===== src/rtl/sme_defines.svh =====
// Purpose: constants for the shift/move/indirect execution block
// Assumes: 8-bit data path, 7-bit file operand, 16-bit pointers
// Notes:   included by its bare name
`ifndef SME_DEFINES_SVH
`define SME_DEFINES_SVH

// ----------------------------------------------------------------
// file operand map
// ----------------------------------------------------------------
`define SME_FILE_ADDR_MAX    7'h7f
`define SME_INDIRECT_PORT0   7'h00
`define SME_INDIRECT_PORT1   7'h01

// ----------------------------------------------------------------
// pointer update kind codes
// ----------------------------------------------------------------
`define SME_KIND_PRE_INC     2'h0
`define SME_KIND_PRE_DEC     2'h1
`define SME_KIND_POST_INC    2'h2
`define SME_KIND_POST_DEC    2'h3

// ----------------------------------------------------------------
// reset values, pointer step and destination codes
// ----------------------------------------------------------------
`define SME_ACC_RESET        8'h00
`define SME_PTR_RESET        16'h0000
`define SME_PTR_STEP         16'h0001
`define SME_DEST_ACC         1'b0
`define SME_DEST_FILE        1'b1

`endif


===== src/rtl/sme_pkg.sv =====
// Purpose: types for the shift/move/indirect execution block
// Assumes: constants live in sme_defines.svh
// Notes:   nothing here is imported; use sme_pkg::name
`default_nettype none
package sme_pkg;

  // ----------------------------------------------------------------
  // instruction select
  // ----------------------------------------------------------------
  typedef enum logic [2:0] {
    SME_OP_OR_ACC_INTO_FILE    = 3'h0,
    SME_OP_SHIFT_LEFT_LOGICAL  = 3'h1,
    SME_OP_SHIFT_RIGHT_LOGICAL = 3'h2,
    SME_OP_COPY_FILE_OPERAND   = 3'h3,
    SME_OP_LOAD_ACC_INDIRECT   = 3'h4
  } sme_op_type;

  // ----------------------------------------------------------------
  // sequencer states, one-hot
  // ----------------------------------------------------------------
  typedef enum logic [1:0] {
    SME_ST_IDLE = 2'b01,
    SME_ST_EXEC = 2'b10
  } sme_state_type;

endpackage

`default_nettype wire


===== src/rtl/sme_exec.sv =====
// Purpose: executes five core instructions on an external file register array
// Assumes: file array answers rd_data combinationally for rd_addr
// Notes:   one instruction in flight; accept cycle then execute cycle
`timescale 1ns/1ps
`default_nettype none
`include "sme_defines.svh"

module sme_exec (
  input  wire logic        clk,
  input  wire logic        rst_n,
  input  wire logic        instr_valid,
  output logic             instr_ready,
  input  wire logic [2:0]  instr_op,
  input  wire logic [6:0]  file_addr,
  input  wire logic        dest_sel,
  input  wire logic        ptr_sel,
  input  wire logic [1:0]  pointer_update_kind,
  input  wire logic        rel_mode,
  input  wire logic [5:0]  rel_offset,
  output logic             rd_en,
  output logic [15:0]      rd_addr,
  input  wire logic [7:0]  rd_data,
  output logic             wr_en,
  output logic [15:0]      wr_addr,
  output logic [7:0]       wr_data,
  output logic [7:0]       acc,
  output logic             carry_flag,
  output logic             zero_flag,
  output logic [15:0]      ptr0_value,
  output logic [15:0]      ptr1_value,
  output logic             done
);

  // ----------------------------------------------------------------
  // state
  // ----------------------------------------------------------------
  sme_pkg::sme_state_type state_reg;
  sme_pkg::sme_state_type state_next;
  sme_pkg::sme_op_type    op_reg;
  sme_pkg::sme_op_type    op_next;
  logic                   dest_reg;
  logic                   dest_next;
  logic [15:0]            eff_addr_reg;
  logic [15:0]            eff_addr_next;
  logic [7:0]             acc_reg;
  logic [7:0]             acc_next;
  logic                   carry_reg;
  logic                   carry_next;
  logic                   zero_reg;
  logic                   zero_next;
  logic [15:0]            ptr_reg [2];
  logic [15:0]            ptr_next [2];
  logic                   wr_en_reg;
  logic                   wr_en_next;
  logic [15:0]            wr_addr_reg;
  logic [15:0]            wr_addr_next;
  logic [7:0]             wr_data_reg;
  logic [7:0]             wr_data_next;
  logic                   done_reg;
  logic                   done_next;
  logic [7:0]             result;
  logic [15:0]            sel_ptr;
  logic [15:0]            stepped_ptr;
  logic [15:0]            offset_ext;

  function automatic logic is_zero(input logic [7:0] value);
    is_zero = (value == 8'h00);
  endfunction

  // matches the file operand against an indirect port
  function automatic logic is_port(input logic [6:0] addr, input logic which);
    is_port = (addr == (which ? `SME_INDIRECT_PORT1 : `SME_INDIRECT_PORT0));
  endfunction

  assign sel_ptr    = ptr_sel ? ptr_reg[1] : ptr_reg[0];
  assign offset_ext = {{10{rel_offset[5]}}, rel_offset};

  assign stepped_ptr = pointer_update_kind[0] ? sel_ptr - `SME_PTR_STEP
                                              : sel_ptr + `SME_PTR_STEP;

  // ----------------------------------------------------------------
  // next values
  // ----------------------------------------------------------------
  always_comb begin
    state_next    = state_reg;
    op_next       = op_reg;
    dest_next     = dest_reg;
    eff_addr_next = eff_addr_reg;
    acc_next      = acc_reg;
    carry_next    = carry_reg;
    zero_next     = zero_reg;
    ptr_next[0]   = ptr_reg[0];
    ptr_next[1]   = ptr_reg[1];
    wr_en_next    = 1'b0;
    wr_addr_next  = wr_addr_reg;
    wr_data_next  = wr_data_reg;
    done_next     = 1'b0;
    result        = rd_data;
    unique case (state_reg)
      sme_pkg::SME_ST_IDLE: begin
        if (instr_valid) begin
          state_next = sme_pkg::SME_ST_EXEC;
          op_next    = sme_pkg::sme_op_type'(instr_op);
          dest_next  = dest_sel;
          if (sme_pkg::sme_op_type'(instr_op) == sme_pkg::SME_OP_LOAD_ACC_INDIRECT) begin
            if (rel_mode) begin
              eff_addr_next = sel_ptr + offset_ext;
            end else begin
              eff_addr_next = pointer_update_kind[1] ? sel_ptr : stepped_ptr;
              ptr_next[ptr_sel] = stepped_ptr;
            end
          end else if (is_port(file_addr, 1'b0)) begin
            eff_addr_next = ptr_reg[0];
          end else if (is_port(file_addr, 1'b1)) begin
            eff_addr_next = ptr_reg[1];
          end else begin
            eff_addr_next = {9'h000, file_addr};
          end
        end
      end
      sme_pkg::SME_ST_EXEC: begin
        state_next = sme_pkg::SME_ST_IDLE;
        done_next  = 1'b1;
        unique case (op_reg)
          sme_pkg::SME_OP_OR_ACC_INTO_FILE: begin
            result = acc_reg | rd_data;
          end
          sme_pkg::SME_OP_SHIFT_LEFT_LOGICAL: begin
            result = {rd_data[6:0], 1'b0};
            carry_next = rd_data[7];
          end
          sme_pkg::SME_OP_SHIFT_RIGHT_LOGICAL: begin
            result = {1'b0, rd_data[7:1]};
            carry_next = rd_data[0];
          end
          sme_pkg::SME_OP_COPY_FILE_OPERAND: begin
            result = rd_data;
          end
          default: begin
            result = rd_data;
          end
        endcase
        zero_next = is_zero(result);
        if (op_reg != sme_pkg::SME_OP_LOAD_ACC_INDIRECT && dest_reg == `SME_DEST_FILE) begin
          wr_en_next   = 1'b1;
          wr_addr_next = eff_addr_reg;
          wr_data_next = result;
        end else begin
          acc_next = result;
        end
      end
      default: begin
        state_next = sme_pkg::SME_ST_IDLE;
      end
    endcase
  end

  // ----------------------------------------------------------------
  // registers
  // ----------------------------------------------------------------
  always_ff @(posedge clk or negedge rst_n) begin
    if (!rst_n) begin
      state_reg    <= sme_pkg::SME_ST_IDLE;
      op_reg       <= sme_pkg::SME_OP_OR_ACC_INTO_FILE;
      dest_reg     <= `SME_DEST_ACC;
      eff_addr_reg <= `SME_PTR_RESET;
      acc_reg      <= `SME_ACC_RESET;
      carry_reg    <= 1'b0;
      zero_reg     <= 1'b0;
      ptr_reg[0]   <= `SME_PTR_RESET;
      ptr_reg[1]   <= `SME_PTR_RESET;
      wr_en_reg    <= 1'b0;
      wr_addr_reg  <= `SME_PTR_RESET;
      wr_data_reg  <= `SME_ACC_RESET;
      done_reg     <= 1'b0;
    end else begin
      state_reg    <= state_next;
      op_reg       <= op_next;
      dest_reg     <= dest_next;
      eff_addr_reg <= eff_addr_next;
      acc_reg      <= acc_next;
      carry_reg    <= carry_next;
      zero_reg     <= zero_next;
      ptr_reg[0]   <= ptr_next[0];
      ptr_reg[1]   <= ptr_next[1];
      wr_en_reg    <= wr_en_next;
      wr_addr_reg  <= wr_addr_next;
      wr_data_reg  <= wr_data_next;
      done_reg     <= done_next;
    end
  end

  // ----------------------------------------------------------------
  // outputs
  // ----------------------------------------------------------------
  assign instr_ready = (state_reg == sme_pkg::SME_ST_IDLE);
  assign rd_en       = (state_reg == sme_pkg::SME_ST_EXEC);
  assign rd_addr     = eff_addr_reg;
  assign wr_en       = wr_en_reg;
  assign wr_addr     = wr_addr_reg;
  assign wr_data     = wr_data_reg;
  assign acc         = acc_reg;
  assign carry_flag  = carry_reg;
  assign zero_flag   = zero_reg;
  assign ptr0_value  = ptr_reg[0];
  assign ptr1_value  = ptr_reg[1];
  assign done        = done_reg;

  // ----------------------------------------------------------------
  // checks
  // ----------------------------------------------------------------
  logic exec_now;
  logic accept_now;
  logic load_accept;
  assign exec_now    = (state_reg == sme_pkg::SME_ST_EXEC);
  assign accept_now  = instr_valid && instr_ready;
  assign load_accept = accept_now && (instr_op == 3'h4);

  property p_or_zero;
    @(posedge clk) disable iff (!rst_n)
    exec_now && op_reg == sme_pkg::SME_OP_OR_ACC_INTO_FILE
      |=> zero_reg == ($past(acc_reg | rd_data) == 8'h00) && $stable(carry_reg);
  endproperty
  a_or_zero: assert property (p_or_zero) else $error("or result flags wrong");

  property p_dest_file;
    @(posedge clk) disable iff (!rst_n)
    exec_now && op_reg != sme_pkg::SME_OP_LOAD_ACC_INDIRECT && dest_reg
      |=> wr_en_reg && wr_addr_reg == $past(eff_addr_reg) && $stable(acc_reg) ##1 !wr_en_reg;
  endproperty
  a_dest_file: assert property (p_dest_file) else $error("file target not written");

  property p_dest_acc;
    @(posedge clk) disable iff (!rst_n)
    exec_now && !dest_reg |=> !wr_en_reg && $stable(wr_data_reg) && $stable(wr_addr_reg);
  endproperty
  a_dest_acc: assert property (p_dest_acc) else $error("acc target wrote file");

  property p_shl;
    @(posedge clk) disable iff (!rst_n)
    exec_now && op_reg == sme_pkg::SME_OP_SHIFT_LEFT_LOGICAL
      |=> carry_reg == $past(rd_data[7])
          && (dest_reg ? wr_data_reg : acc_reg) == {$past(rd_data[6:0]), 1'b0};
  endproperty
  a_shl: assert property (p_shl) else $error("left shift wrong");

  property p_shr;
    @(posedge clk) disable iff (!rst_n)
    exec_now && op_reg == sme_pkg::SME_OP_SHIFT_RIGHT_LOGICAL
      |=> carry_reg == $past(rd_data[0])
          && (dest_reg ? wr_data_reg : acc_reg) == {1'b0, $past(rd_data[7:1])};
  endproperty
  a_shr: assert property (p_shr) else $error("right shift wrong");

  property p_load;
    @(posedge clk) disable iff (!rst_n)
    exec_now && op_reg == sme_pkg::SME_OP_LOAD_ACC_INDIRECT
      |=> acc_reg == $past(rd_data) && zero_reg == (acc_reg == 8'h00) && !wr_en_reg;
  endproperty
  a_load: assert property (p_load) else $error("indirect load wrong");

  property p_pre_inc;
    @(posedge clk) disable iff (!rst_n)
    load_accept && !rel_mode && pointer_update_kind == 2'h0 && !ptr_sel
      |=> ptr_reg[0] == $past(ptr_reg[0]) + 16'h0001 && eff_addr_reg == ptr_reg[0];
  endproperty
  a_pre_inc: assert property (p_pre_inc) else $error("pre-increment wrong");

  property p_post_dec;
    @(posedge clk) disable iff (!rst_n)
    load_accept && !rel_mode && pointer_update_kind == 2'h3 && ptr_sel
      |=> ptr_reg[1] == $past(ptr_reg[1]) - 16'h0001 && eff_addr_reg == $past(ptr_reg[1]);
  endproperty
  a_post_dec: assert property (p_post_dec) else $error("post-decrement wrong");

  property p_relative;
    @(posedge clk) disable iff (!rst_n)
    load_accept && rel_mode
      |=> $stable(ptr_reg[0]) && $stable(ptr_reg[1])
          && eff_addr_reg == $past(sel_ptr) + $past(offset_ext);
  endproperty
  a_relative: assert property (p_relative) else $error("relative address wrong");

  property p_port;
    @(posedge clk) disable iff (!rst_n)
    accept_now && instr_op != 3'h4 && file_addr == 7'h01 |=> eff_addr_reg == ptr_reg[1];
  endproperty
  a_port: assert property (p_port) else $error("indirect port not redirected");

  property p_flags_kept;
    @(posedge clk) disable iff (!rst_n)
    load_accept |=> $stable(carry_reg) && $stable(zero_reg) ##1 $stable(carry_reg);
  endproperty
  a_flags_kept: assert property (p_flags_kept) else $error("pointer step touched flags");

  property p_one_cycle;
    @(posedge clk) disable iff (!rst_n)
    accept_now |=> !instr_ready ##1 done_reg && instr_ready;
  endproperty
  a_one_cycle: assert property (p_one_cycle) else $error("execute sequence wrong");

endmodule

`default_nettype wire


===== config.mk =====
export PLATFORM = sky130hd
export DESIGN_NAME = sme_exec
export DESIGN_NICKNAME = d
export VERILOG_FILES = /design/src/rtl/sme_pkg.sv /design/src/rtl/sme_exec.sv
export VERILOG_INCLUDE_DIRS = /design/src /design/src/rtl
export SDC_FILE = /design/constraint.sdc
export NUM_CORES = 1
export LEC_CHECK = 0
export BUFFER_PORTS_ARGS = -buffer_cell sky130_fd_sc_hd__clkbuf_2
export CORE_MARGIN = 4
export CORE_UTILIZATION = 53
export DETAILED_ROUTE_END_ITERATION = 8
export PLACE_DENSITY = 0.76
export SLEW_MARGIN = 5
export SYNTH_ARGS = -nofsm -noshare
export SYNTH_HDL_FRONTEND = slang
export SYNTH_SLANG_ARGS = --single-unit

===== constraint.sdc =====
create_clock -name clk -period 6 [get_ports clk]
set_input_delay 1.2 -clock clk [delete_from_list [all_inputs] [get_ports clk]]
set_output_delay 1.2 -clock clk [all_outputs]
set_load 0.02 [all_outputs]

======== Yosys cells after proc, flatten, opt, wreduce, memory -nomap -nowiden ========
Cells that the tools add are included.
operators by class
  equality and inequality tests ........... 8
  order comparisons ....................... 2
  bitwise logic cells ..................... 4
  $add $sub $neg .......................... 3
  reductions and logical operators ........ 11
  mux-type cells .......................... 18
operator list
  operator                                              number
  2-to-1 mux 16 bit                                     8
  bitwise mux 32 bit                                    1
  one-hot mux 8 bit (3 select lines)                    1
  adder 16 x 1 -> 16 bit (second input constant)        1
  adder 16 bit                                          1
  demux 16 bit (select 1 bit)                           1
  subtractor 16 x 1 -> 16 bit (second input constant)   1
  logical NOT 8 bit                                     1
  2-to-1 mux 8 bit                                      1
  bitwise OR 8 bit                                      1
  AND reduction 2 bit                                   4
  equality test 7 x 1 -> 1 bit (second input constant)  1
  logical NOT 7 bit                                     1
  2-to-1 mux 2 bit                                      2
  AND reduction 4 bit                                   1
  equality test 3 x 1 -> 1 bit (second input constant)  1
  equality test 3 x 2 -> 1 bit (second input constant)  1
  equality test 3 bit (second input constant)           1
  logical NOT 3 bit                                     1
  2-to-1 mux 1 bit                                      3
  != test 3 bit (second input constant)                 1
  equality test 2 x 1 -> 1 bit (second input constant)  1
  equality test 2 bit (second input constant)           1
  >= comparator 2 bit (second input constant)           1
  other kinds (7)                                       9
storage, ports and cells
  bits in registers ....................... 90
  bits of input ports ..................... 32
  output and inout port bits .............. 86

======== Longest topological paths before layout ========
  depth in word-level cells ............... 6
  depth in mapped cells ................... 11
  gate-level depth less buffers ........... 9

======== Least setup slack after synthesis ========
OpenSTA, ideal clock, no wires.
  path kind ............................... input -> register
  start point ............................. input ptr_sel
  end point ............................... register ptr_reg, in the netlist ptr0_value[13]
  stages on the path ...................... 11
  library setup time ...................... 0.125 ns
  data required time ...................... 5.875 ns
  setup slack ............................. 2.229 ns
  arrival time ............................ 3.647 ns
  cell sequence ........................... buf_4 > clkbuf_1 > mux2_2 > ha_1 > clkbuf_1 > and2_1 > nand2_1 > o221ai_1 > o41a_1 > xor2_1 > mux2_2
between the ends
  cells in the longest elaborated chain, start to end .. 6
  elaborated cells between the ends (all ways) .. 11
  classes of those cells .................. add/sub (2); order compare (2); mux (5); bitwise (1); reduce/logical (1)
ends and longest elaborated chain
  item                                                            RTL line         source
  start: declaration                                              sme_exec.sv:16   input wire logic ptr_sel,
  branches (longest 5 deep; another with adder 16 x 1 -> 16 bit)  -
  bitwise mux 32 bit *                                            sme_exec.sv:110  ptr_next[ptr_sel] = stepped_ptr;
  end: declaration                                                sme_exec.sv:51   logic [15:0] ptr_reg [2];
Every way passes the cells marked *.
A chain may end at the register's enable or synchronous reset.

======== Worst setup path in the final report ========
  start point ............................. input ptr_sel
  end point ............................... register ptr_reg, in the netlist ptr0_value[14]
Same word-level chain as after synthesis.

==> flow_metrics.env <==
export IMPL_arrival_ps=4020
export IMPL_diodes=0
export IMPL_drcViolationCount=0
export IMPL_postLayoutCoreUtil_pct=63.73
export IMPL_drtAntennaViolNets=0
export IMPL_netlist_area_um2=6040
export IMPL_max_slew_margin_rel_pct=22.26
export IMPL_vias_per_cell=6.355
export IMPL_num_io_pins=118
export IMPL_cts_max_path_buffers=2
export IMPL_p_leak_nw=3.326
export IMPL_grtUsageTotal_pct=26.94
export IMPL_antenna_found_initial=0
export IMPL_finalSetupViolCount=0
export IMPL_power_density_nw_per_um2=432.5
export IMPL_drive_gt1_share_pct=26.57
export IMPL_synthCells=646
export IMPL_grt_pass1_wl_um=28060
export IMPL_cp_start_kind="input pin"
export IMPL_final_area_um2=6999
export IMPL_drt_iter0_drc=628
export IMPL_synth_cell_types=69
export IMPL_synth_edf_count=0
export IMPL_syn_to_final_growth_pct=15.89
export IMPL_drv_cap=0
export IMPL_rows=38
export IMPL_worst_slew_pin_slew_ps=1166
export IMPL_clk_pin_slew_ps=70
export IMPL_status="finished clean"
export IMPL_worstSetupPathType="in2reg"
export IMPL_post_cts_resized=0
export IMPL_clock_latency_ps=340
export IMPL_critPathSlowestCell="a2111oi_0"
export IMPL_place_gp_congestion=1.039
export IMPL_numCtsBuffers=9
export IMPL_max_freq_ghz=0.2636
export IMPL_vias=5650
export IMPL_slowest_delay_ps=590
export IMPL_ys_ff_latch=90
export IMPL_firstDrtPassIters=5
export IMPL_syn_nets=709
export IMPL_layout_common_cells="clkbuf_2 (116), dfrtp_1 (89), nand2_1 (64)"
export IMPL_fp_dieH_um=114.8
export IMPL_clock_root_buffer="clkbuf_16"
export IMPL_cts_hold_fix_buffers=0
export IMPL_synth_ff_type="dfrtp_1"
export IMPL_initial_utilization_pct=54.99
export IMPL_core_um2=10980
export IMPL_grt_max_degree=91
export IMPL_dpl_instance_area_um2=6688
export IMPL_final_setup_tns_ps=0
export IMPL_syn_avg_cell_area_um2=9.349
export IMPL_rsz0062_at_grt="no"
export IMPL_cp_end_kind="flip-flop"
export IMPL_fin_crit_sh_pct=63.23
export IMPL_worst_ep_required_time_ps=6230
export IMPL_cp_cell_sequence="clkbuf_2 > mux2_2 > ha_1 > o211ai_1 > a2111oi_0 > a21oi_1 > mux2i_1 > nand3_1 > mux2_2"
export IMPL_layout_commonest_cell="clkbuf_2"
export IMPL_htree_levels=3
export IMPL_drt_wl_total_um=17810
export IMPL_clkSinkCount=90
export IMPL_portBuffers=117
export IMPL_slew_viol_final=0
export IMPL_cp_common_cell="mux2_2"
export IMPL_fp_dieW_um=114.8
export IMPL_fin_crit_ps=3794
export IMPL_gr_total_overflow=0
export IMPL_hold_ws_ps=479.3
export IMPL_fin_skew_ps=9.211
export IMPL_dp_hpwl_um=13050
export IMPL_async_flop_share_pct=100.0
export IMPL_grt_pass1_vias=5294
export IMPL_cts_tree="yes"
export IMPL_fin_nets=807
export IMPL_routedWlPerCell_um=20.03
export IMPL_seq_area_frac_synth_pct=37.31
export IMPL_synthesis_yosys_warnings=0
export IMPL_ir_drop_uv=274.4
export IMPL_die_area_um2=13170
export IMPL_post_cts_buffers=0
export IMPL_hold_class="reg2reg"
export IMPL_path_max_fanout=20
export IMPL_hold_viol=0
==> metrics by stage <==
step	std cells	total power [mW]	setup WS, ps
after floorplan	646	1.956	2229
after global placement	873	2.374	1955
after detailed placement	873	2.412	1869
after CTS	889	3.010	2231
after global routing	889	3.202	1946
final	889	3.027	2206
==> final timing paths <==
kind	start	to	slack, ps	cells after the start
max	ptr_sel	ptr0_value[14]	2210	9
min	zero_flag	zero_flag	480	2
max reg2reg	state_reg[0]	ptr1_value[7]	2720	7
min reg2reg	zero_flag	zero_flag	480	2
max in group asynchronous	rst_n	ptr0_value[11]	4160	1
min in group asynchronous	rst_n	wr_addr[1]	1060	1
==> worst max-delay path: cells and delay by family <==
kind            cells  cell delay (ps)
compound gates      3              910
mux                 3              860
buf+inv             1              470
fa+ha+maj           1              440
simple gates        1              130
==> final cells by class <==
type | instances | area (µm²)
timing repair buffer | 118 | 595.6
tap | 140 | 175.2
fill | 910 | 3984
inverter | 25 | 93.84
clock buffer | 10 | 239.0
clock inverter | 6 | 72.57
sequential | 90 | 2253
multi-input combinational | 500 | 3570
==> kinds of logic (layout without fill, tap and decap cells) <==
group / count (synthesis) / in the layout / share of synthesized area, %
buffers and inverters: 56 / 159 / 3.688
xor gates and xnor gates: 28 / 28 / 4.061
muxes: 80 / 80 / 14.56
and+or+nand+nor: 157 / 157 / 11.81
DFF: 90 / 90 / 37.31
adders and majority gates: 31 / 31 / 6.671
AOI/OAI and AO/OA: 204 / 204 / 21.90
==> per-layer routing <==
metal | wire length, µm | share of wire, % | vias to the layer above | track usage [%]
met2 | 8328 | 47 | 304 | 43.54
li1 | - | - | 2583 | -
met3 | 1580 | 8.9 | 41 | 3.895
met4 | 417 | 2.3 | 0 | 8.685
met5 | 0 | 0 | - | 0
met1 | 7479 | 42 | 2722 | 37.61
==> cells in the mapped netlist (4+ instances only) <==
master,count,share of area (%)
dfrtp_1,89,37
nand2_1,64,4.0
a21oi_1,56,4.6
mux2_2,52,9.7
o21ai_0,50,4.1
nor2_1,41,2.5
ha_1,29,6.0
inv_1,24,1.5
clkbuf_1,23,1.4
mux2i_1,20,3.3
xnor2_1,19,2.8
nor3_1,12,0.99
a211oi_1,11,1.4
xor2_1,9,1.3
nand3_1,8,0.66
a31oi_1,7,0.73
mux2_1,7,1.3
o211ai_1,7,0.87
o21a_1,6,0.75
o21ai_1,6,0.50
o32ai_1,6,0.87
a21o_1,5,0.62
a22oi_1,5,0.62
o22ai_1,5,0.52
o2bb2ai_1,5,0.73
o31ai_1,5,0.62
and2_1,4,0.41
buf_2,4,0.33
or3_1,4,0.41
==> power breakdown <==
group          total (mW)  leakage [nW]  switching, mW  internal, mW
clock               0.599         0.155          0.259         0.340
sequential          0.981          1.13          0.188         0.793
combinational        1.45          2.04          0.886         0.561
total                3.03          3.33           1.33          1.69
(Power assumes the default switching activity.)
